`config.mk`:
```
export PLATFORM = sky130hd
export DESIGN_NAME = wwdt_top
export DESIGN_NICKNAME = d
export VERILOG_FILES = /design/src/common/wwdt_pkg.sv /design/src/wwdt_sync.sv /design/src/wwdt_top.sv
export SDC_FILE = /design/constraint.sdc
export NUM_CORES = 1
export LEC_CHECK = 0
export BUFFER_PORTS_ARGS = -buffer_cell sky130_fd_sc_hd__buf_2
export CAP_MARGIN = 20
export CELL_PAD_IN_SITES_DETAIL_PLACEMENT = 0
export CELL_PAD_IN_SITES_GLOBAL_PLACEMENT = 1
export CORE_UTILIZATION = 43
export DETAILED_ROUTE_END_ITERATION = 8
export GPL_TIMING_DRIVEN = 0
export HOLD_SLACK_MARGIN = 0.08
export PLACE_DENSITY_LB_ADDON = 0.1
export SLEW_MARGIN = 25
export SYNTH_ARGS = -nofsm -noshare
export SYNTH_HDL_FRONTEND = slang
export SYNTH_HIERARCHICAL = 1
export SYNTH_SLANG_ARGS = --single-unit
```
`constraint.sdc`:
```
create_clock -name clk_sys_i -period 3.19 [get_ports clk_sys_i]
set_input_delay 0.638 -clock clk_sys_i [delete_from_list [all_inputs] [get_ports clk_sys_i]]
set_output_delay 0.638 -clock clk_sys_i [all_outputs]
set_load 0.02 [all_outputs]
```
`src/common/wwdt_pkg.sv`:
```
// Package of offsets, fields, reset values and timing for the windowed watchdog
package wwdt_pkg;
    // ------------------------------------------------------------
    // Register map (byte addresses)
    // ------------------------------------------------------------
    localparam logic [7:0] ADDR_RESTART_CONTROL = 8'h00;
    localparam logic [7:0] ADDR_WATCHDOG_MODE = 8'h04;
    localparam logic [7:0] ADDR_FAULT_STATUS = 8'h08;
    localparam logic [7:0] ADDR_IRQ_MASK = 8'h0C;
    // ------------------------------------------------------------
    // Restart control fields
    // ------------------------------------------------------------
    localparam int KEY_MSB = 31;
    localparam int KEY_LSB = 24;
    localparam logic [7:0] RESTART_KEY = 8'hA5;
    localparam int RESTART_CMD_BIT = 0;
    // ------------------------------------------------------------
    // Mode fields
    // ------------------------------------------------------------
    localparam int RELOAD_MSB = 11;
    localparam int RELOAD_LSB = 0;
    localparam int IRQ_EN_BIT = 12;
    localparam int RST_EN_BIT = 13;
    localparam int PROC_ONLY_BIT = 14;
    localparam int TIMER_OFF_BIT = 15;
    localparam int WINDOW_MSB = 27;
    localparam int WINDOW_LSB = 16;
    localparam int HALT_DBG_BIT = 28;
    localparam int HALT_IDLE_BIT = 29;
    localparam logic [31:0] MODE_RESET = 32'h3FFF_2FFF;
    localparam logic [31:0] MODE_MASK = 32'h3FFF_FFFF;
    // ------------------------------------------------------------
    // Status fields
    // ------------------------------------------------------------
    localparam int UNF_BIT = 0;
    localparam int ERR_BIT = 1;
    localparam logic [1:0] MASK_RESET = 2'h3;
    // ------------------------------------------------------------
    // Timing
    // ------------------------------------------------------------
    localparam int PRESCALE_DIV = 128;
    localparam logic [6:0] PRESCALE_LAST = 7'(PRESCALE_DIV - 1);
endpackage

```
`src/wwdt_sync.sv`:
```
// Two-stage synchroniser for a group of asynchronous levels
`timescale 1ns/1ps
module wwdt_sync #(
    parameter int W = 3
) (
    input wire logic clk_sys_i,
    input wire logic sys_rst_i,
    input wire logic [W-1:0] async_i,
    output logic [W-1:0] sync_o
);
    logic [W-1:0] meta_r;
    logic [W-1:0] sync_r;

    always_ff @(posedge clk_sys_i or posedge sys_rst_i) begin
        if (sys_rst_i) begin
            meta_r <= '0;
            sync_r <= '0;
        end else begin
            meta_r <= async_i;
            sync_r <= meta_r;
        end
    end

    assign sync_o = sync_r;
endmodule

```
`src/wwdt_top.sv`:
```
// Windowed watchdog timer with APB register slave
//
// What this block does
// (RULE1) Control write needs key 0xA5, else ignored
// (RULE2) Reload field loads the 12-bit counter
// (RULE3) Irq enable lets faults raise interrupt
// (RULE4) Reset enable lets faults request reset
// (RULE5) Select bit: one processor-only, zero all
// (RULE6) Restart accepted only when count within window
// (RULE7) Restart above window limit is error fault
// (RULE8) Debug halt bit stops counting in debug
// (RULE9) Idle halt bit stops counting in idle
// (RULE10) Timer off bit disables the watchdog
// (RULE11) Software keeps fields stable after restart
// (RULE12) Underflow flag sticky until status read or a status write of one to its bit
// (RULE13) Restart error flag sticky until status read or a status write of one to its bit
// (RULE14) Mode register write-once; write restarts counter
// (RULE15) Counter decrements per slow clock over 128
// (RULE16) Restart reloads counter and clears prescaler
// (RULE17) Status read clears flags, irq, fault line
// (RULE18) Disabled: no counting, window errors still flagged
// (RULE19) Underflow when zero count meets tick
//
// The address map and the APB slave port were chosen for this implementation.
`timescale 1ns/1ps
module wwdt_top (
    input wire logic clk_sys_i,
    input wire logic sys_rst_i,
    input wire logic psel_i,
    input wire logic penable_i,
    input wire logic pwrite_i,
    input wire logic [7:0] paddr_i,
    input wire logic [31:0] pwdata_i,
    output logic [31:0] prdata_o,
    output logic pready_o,
    output logic pslverr_o,
    input wire logic slow_clk_i,
    input wire logic cpu_debug_i,
    input wire logic sys_idle_i,
    output logic irq_o,
    output logic fault_o,
    output logic fault_proc_only_o
);
    // ------------------------------------------------------------
    // Input synchronisation and slow clock edge
    // ------------------------------------------------------------
    logic [2:0] sync_w;
    logic slow_d_r;
    logic slow_d_nxt;
    logic slow_tick;

    wwdt_sync #(.W(3)) u_sync (
        .clk_sys_i(clk_sys_i),
        .sys_rst_i(sys_rst_i),
        .async_i({sys_idle_i, cpu_debug_i, slow_clk_i}),
        .sync_o(sync_w)
    );

    // Rising edge of the synchronised slow clock, one system cycle long
    always_comb begin
        slow_d_nxt = sync_w[0];
        slow_tick = sync_w[0] & ~slow_d_r;
    end

    // ------------------------------------------------------------
    // APB decode
    // ------------------------------------------------------------
    logic access;
    logic wr_ctl;
    logic wr_mode;
    logic rd_stat;
    logic wr_stat;
    logic wr_mask;
    logic addr_ok;

    always_comb begin
        access = psel_i & penable_i;
        addr_ok = (paddr_i == wwdt_pkg::ADDR_RESTART_CONTROL)
            | (paddr_i == wwdt_pkg::ADDR_WATCHDOG_MODE)
            | (paddr_i == wwdt_pkg::ADDR_FAULT_STATUS)
            | (paddr_i == wwdt_pkg::ADDR_IRQ_MASK);
        wr_ctl = access & pwrite_i & (paddr_i == wwdt_pkg::ADDR_RESTART_CONTROL);
        wr_mode = access & pwrite_i & (paddr_i == wwdt_pkg::ADDR_WATCHDOG_MODE);
        wr_stat = access & pwrite_i & (paddr_i == wwdt_pkg::ADDR_FAULT_STATUS);
        wr_mask = access & pwrite_i & (paddr_i == wwdt_pkg::ADDR_IRQ_MASK);
        rd_stat = access & ~pwrite_i & (paddr_i == wwdt_pkg::ADDR_FAULT_STATUS);
    end

    // ------------------------------------------------------------
    // Registers
    // ------------------------------------------------------------
    logic [31:0] mode_r;
    logic [31:0] mode_nxt;
    logic mode_locked_r;
    logic mode_locked_nxt;
    logic [11:0] count_r;
    logic [11:0] count_nxt;
    logic [6:0] presc_r;
    logic [6:0] presc_nxt;
    logic [1:0] stat_r;
    logic [1:0] stat_nxt;
    logic [1:0] mask_r;
    logic [1:0] mask_nxt;
    logic fault_r;
    logic fault_nxt;
    logic irq_r;
    logic irq_nxt;
    logic proc_only_r;
    logic proc_only_nxt;
    logic [31:0] prdata_r;
    logic [31:0] prdata_nxt;
    logic pslverr_r;
    logic pslverr_nxt;
    logic pready_r;

    // ------------------------------------------------------------
    // Watchdog core
    // ------------------------------------------------------------
    logic [11:0] reload_val;
    logic [11:0] window_lim;
    logic timer_off;
    logic halted;
    logic restart_req;
    logic restart_ok;
    logic restart_err;
    logic div_tick;
    logic underflow;
    logic load;
    logic [1:0] events;

    always_comb begin
        reload_val = mode_r[wwdt_pkg::RELOAD_MSB:wwdt_pkg::RELOAD_LSB]; // see (RULE2)
        window_lim = mode_r[wwdt_pkg::WINDOW_MSB:wwdt_pkg::WINDOW_LSB];
        timer_off = mode_r[wwdt_pkg::TIMER_OFF_BIT]; // see (RULE10)
        halted = (mode_r[wwdt_pkg::HALT_DBG_BIT] & sync_w[1]) // see (RULE8)
            | (mode_r[wwdt_pkg::HALT_IDLE_BIT] & sync_w[2]); // see (RULE9)
        // Key must match or the whole write is dropped
        restart_req = wr_ctl & pready_r & pwdata_i[wwdt_pkg::RESTART_CMD_BIT]
            & (pwdata_i[wwdt_pkg::KEY_MSB:wwdt_pkg::KEY_LSB]
            == wwdt_pkg::RESTART_KEY); // see (RULE1)
        restart_ok = restart_req & (count_r <= window_lim); // see (RULE6)
        // Window check stays live when the timer is off
        restart_err = restart_req & (count_r > window_lim); // see (RULE7) (RULE18)
        div_tick = slow_tick & ~timer_off & ~halted & (presc_r == wwdt_pkg::PRESCALE_LAST);
        underflow = div_tick & (count_r == 12'h000); // see (RULE19)
        load = restart_ok | (wr_mode & pready_r & ~mode_locked_r);
    end

    always_comb begin
        mode_nxt = mode_r;
        mode_locked_nxt = mode_locked_r;
        count_nxt = count_r;
        presc_nxt = presc_r;
        // Only the first mode write after reset lands
        if (wr_mode && pready_r && !mode_locked_r) begin // see (RULE14)
            mode_nxt = pwdata_i & wwdt_pkg::MODE_MASK;
            mode_locked_nxt = 1'b1;
            count_nxt = pwdata_i[wwdt_pkg::RELOAD_MSB:wwdt_pkg::RELOAD_LSB];
            presc_nxt = 7'h00;
        end else if (restart_ok) begin
            count_nxt = reload_val; // see (RULE16)
            presc_nxt = 7'h00; // see (RULE16)
        end else if (slow_tick && !timer_off && !halted) begin // see (RULE18)
            presc_nxt = presc_r + 7'h01; // see (RULE15)
            if (div_tick) begin
                count_nxt = count_r - 12'h001; // see (RULE15)
            end
        end
    end

    // ------------------------------------------------------------
    // Fault flags, interrupt and reset request
    // ------------------------------------------------------------
    always_comb begin
        events = 2'h0;
        events[wwdt_pkg::UNF_BIT] = underflow;
        events[wwdt_pkg::ERR_BIT] = restart_err;
        stat_nxt = stat_r;
        // A read clears only what it reported, so an event after the capture is kept
        if (rd_stat && pready_r) begin // see (RULE17)
            stat_nxt = stat_r & ~prdata_r[1:0];
        end else if (wr_stat && pready_r) begin
            stat_nxt = stat_r & ~pwdata_i[1:0];
        end
        stat_nxt = stat_nxt | events; // see (RULE12) (RULE13)
        mask_nxt = mask_r;
        if (wr_mask && pready_r) begin
            mask_nxt = pwdata_i[1:0];
        end
        irq_nxt = mode_r[wwdt_pkg::IRQ_EN_BIT] & |(stat_nxt & mask_r); // see (RULE3)
        fault_nxt = fault_r;
        proc_only_nxt = proc_only_r;
        if (rd_stat && pready_r) begin
            fault_nxt = 1'b0; // see (RULE17)
        end
        if ((|events) && mode_r[wwdt_pkg::RST_EN_BIT]) begin // see (RULE4)
            fault_nxt = 1'b1;
            proc_only_nxt = mode_r[wwdt_pkg::PROC_ONLY_BIT]; // see (RULE5)
        end
    end

    // ------------------------------------------------------------
    // APB answer: one wait state, reads registered
    // ------------------------------------------------------------
    always_comb begin
        prdata_nxt = 32'h0000_0000;
        pslverr_nxt = 1'b0;
        if (psel_i && penable_i && !pready_r) begin
            pslverr_nxt = ~addr_ok;
            if (!pwrite_i) begin
                case (paddr_i)
                    wwdt_pkg::ADDR_WATCHDOG_MODE: prdata_nxt = mode_r;
                    wwdt_pkg::ADDR_FAULT_STATUS: prdata_nxt = {30'h0, stat_r};
                    wwdt_pkg::ADDR_IRQ_MASK: prdata_nxt = {30'h0, mask_r};
                    default: prdata_nxt = 32'h0000_0000;
                endcase
            end
        end
    end

    always_ff @(posedge clk_sys_i or posedge sys_rst_i) begin
        if (sys_rst_i) begin
            slow_d_r <= 1'b0;
            mode_r <= wwdt_pkg::MODE_RESET;
            mode_locked_r <= 1'b0;
            count_r <= 12'hFFF;
            presc_r <= 7'h00;
            stat_r <= 2'h0;
            mask_r <= wwdt_pkg::MASK_RESET;
            fault_r <= 1'b0;
            irq_r <= 1'b0;
            proc_only_r <= 1'b0;
            prdata_r <= 32'h0000_0000;
            pslverr_r <= 1'b0;
            pready_r <= 1'b0;
        end else begin
            slow_d_r <= slow_d_nxt;
            mode_r <= mode_nxt;
            mode_locked_r <= mode_locked_nxt;
            count_r <= count_nxt;
            presc_r <= presc_nxt;
            stat_r <= stat_nxt;
            mask_r <= mask_nxt;
            fault_r <= fault_nxt;
            irq_r <= irq_nxt;
            proc_only_r <= proc_only_nxt;
            prdata_r <= prdata_nxt;
            pslverr_r <= pslverr_nxt;
            pready_r <= psel_i & penable_i & ~pready_r;
        end
    end

    assign prdata_o = prdata_r;
    assign pready_o = pready_r;
    assign pslverr_o = pslverr_r;
    assign irq_o = irq_r;
    assign fault_o = fault_r;
    assign fault_proc_only_o = proc_only_r;
endmodule

```
==> results by group <==
CTS
  – CTS root buffer: clkbuf_8
  – CTS clock-pin slew for the worst setup and hold paths: 110 ps
  – CTS H-tree lvls: 3
  – CTS tree: built
  – Worst-Skew Late Latency: 370 ps
  – Setup bufs post-CTS: 0
  – Cts hold-fix bufs: 0
  – Max clock buf depth: 2
  – Cts bufs inserted: 9
  – TritonCTS sink count: 96
  – Resized cells post-CTS: 0

Cells and area
  – Layout Cells excl Fill: 683
  – Finished Core Util: 0.520
  – Layout Nets: just over 600
  – Number of fillers in the final layout: 982
  – Layout area overhead: 17.6%
  – N_diodes: 0
  – Share of layout cells above drive strength 1: 0.318

Drt
  – Starting DRT DRC Count: roughly 120
  – Final ANT Viol Nets: 0
  – DR vias: around 3500
  – Vias/cell: 5.13
  – Detailed Route WL: between 10000 and 15000 microns
  – Routed len/inst: 16.1 microns
  – Drc violations: 0
  – DR pass1 iterations: 4

Yosys
  – Sequential area share after synthesis: 0.537
  – Area contributors post-synth: dfrtp_1 (30%), dfstp_2 (24%), nand2_1 (7.7%)
  – Number of flops mapped to enable cells by yosys: 0
  – Avg Synthesized Cell Area: 10.2 sq um
  – Most common flop cell mapped by yosys: dfrtp_1
  – Netlist Area Pre-Place: between 0.004 and 0.005 sq mm
  – Distinct cell type count after synthesis: 56
  – Fraction of registers with async set/reset: 1.00
  – Most common cell in the synthesized netlist: nand2_1
  – Commonest cells in the netlist: nand2_1 (94), dfrtp_1 (55), dfstp_2 (41), and2_1 (35), nor2_1 (22)
  – Top-area cell type share of the netlist area: 0.301
  – Yosys reg bits: 96
  – Post-synth top area cell: dfrtp_1
  – Synth Warn #: 6
  – Cells after Synth: 448

Die
  – Die area: around 0.011 sq mm
  – I/O Pins: 85
  – Die width: approximately 110 microns
  – Die height: 105 microns
  – Initial Util: 0.442
  – Core area: 0.0103 sq mm
  – # rows: 37

Timing
  – Unrepaired setup endpoints after global routing: false
  – Pins over their slew limit: 0
  – Final hold vios: 0
  – Worst Tran Pin Value: between 700 and 800 ps
  – Worst setup margin: 493 ps
  – Final Skew: 12.5 ps
  – Max Clock Freq: 0.371 GHz
  – Period utilization: 0.846
  – Crit path time final: 2700 ps
  – Final setup fails: 0
  – WHS: 199 ps
  – Relative max-transition margin: 0.524
  – Setup TNS: 0 ps

Global routing
  – Vias in the first global route: 3457
  – All-layer global routing usage: 0.213
  – Gr busiest metal: met2
  – M3 GR Usage: 0.0356
  – Antenna violations before repair: 0
  – Met2 usage: 0.336
  – First-pass GRT wire length: 18100 microns
  – GRT Residual Overflow: 0
  – Largest net degree at the start of global routing: 66
  – Global-route met1 utilization: 0.302

Critical path
  – Startpoint Class: register
  – Flop-to-flop setup slack: about 490 ps
  – FF-to-FF path depth: 8
  – Crit path DAT: 3000 ps
  – Crit path from: mode_r[26]
  – Maximum fanout along the worst path: 7
  – Crit Path Class: reg2reg
  – R2R Path Start: mode_r[26]
  – Crit. End Element: register
  – Worst Path Required: approximately 3500 ps

Run status
  – Status: finished clean

Power and ir drop
  – Pwr Density: 500 mW/mm^2
  – Worst vdd ir: 195 uV
  – Lkg Pwr: 2.71 nW

Placed design
  – PortBufs: 81
  – Gpl congestion: 0.833
  – Pre-CTS WS: ~460 ps
  – Hpwl dp: just over 8000 microns
  – Placed Cells: 667

Hold path
  – Worst hold path class: in2async

Flow run
  – Maxcap violations: 0
-- cell type report --
cell class / instances / area, sq um / area share
sequential: 96 / 2450 / 0.457
inverter: 19 / 76.3 / 0.0142
tap: 136 / 170 / 0.0317
clock inverter: 6 / 55.1 / 0.0102
timing repair buffer: 82 / 433 / 0.0806
multi-input combinational: 315 / 1940 / 0.361
buffer: 19 / 109 / 0.0203
clock buffer: 10 / 138 / 0.0256
-- worst max-delay path, cell delays in order, from the launching register on --
cell and delay, ps:
dfstp_2 540, inv_1 60, ha_1 320, nand4_1 170, or3_1 420, nor3_1 290, a31o_2 300, mux2_2 360
a31oi_1 180
-- cell usage in the layout, fill, tap and decap left out, drive strengths merged, types with 4 or more instances in the layout --
master,Yosys,routed
nand4,10,10
buf,11,93
and2,35,35
nand2,95,95
o21ai,20,20
mux2,7,7
nor3,5,5
xnor2,4,4
nand3,12,12
a211oi,4,4
a32oi,5,5
or2,4,4
a21oi,15,15
ha,14,14
clkbuf,8,18
a31oi,6,6
inv,19,24
o2bb2ai,8,8
mux2i,5,5
dfstp,41,41
dfrtp,55,55
nor4,8,8
nor2,23,23
-- where the power goes --
part	leakage [nW]	internal, mW	switching [mW]	total [mW]
registers	1.16	1.32	0.0856	1.41
clock network	0.100	0.323	0.474	0.798
logic	1.45	0.210	0.270	0.480
-- path summary, 6_finish.rpt --
| path | endpoint |
|---|---|
| max reg2reg | count_r[2] |
| min in group clk_sys_i | u_sync/sync_o[2] |
| min | u_sync/meta_r[0] |
| max | count_r[2] |
| min reg2reg | u_sync/sync_o[2] |
| max in group asynchronous | count_r[11] |
-- registers in the layout, indices dropped and copies added (netlist names) --
signal	count
mode_r	30
u_sync/sync_o	3
mode_locked_r	1
presc_r	7
fault_o	1
prdata_o	30
stat_r	2
slow_d_r	1
fault_proc_only_o	1
irq_o	1
pslverr_o	1
u_sync/meta_r	3
mask_r	2
pready_o	1
count_r	12
-- layer usage --
metal	share of wire	wire length, microns
met4	0.0069	76
met3	0.046	500
met2	0.46	5060
met1	0.49	5330
met5	0	0
-- logic make-up (layout without fill, tap and decap cells) --
logic type	count (synthesis)	in the layout	synth area share
flip-flops	96	96	0.537
buffers and inverters	38	136	0.0395
XOR/XNOR	7	7	0.0134
adder cells (fa/ha/maj)	14	14	0.0384
other	1	2	0.000821
AO/OA/AOI/OAI	67	67	0.0967
AND/OR/NAND/NOR	213	213	0.244
multiplexers	12	12	0.0299
-- stage by stage --
| stage | instance area [sq um] | total power, mW |
|---|---|---|
| after floorplan | 4570 | 1.76 |
| after global placement | 5150 | 1.89 |
| after detailed placement | 5180 | 1.91 |
| after CTS | 5370 | 2.71 |
| after global routing | 5370 | 2.84 |
| final | 5370 | 2.69 |
Power figures use the tool's default switching activity.
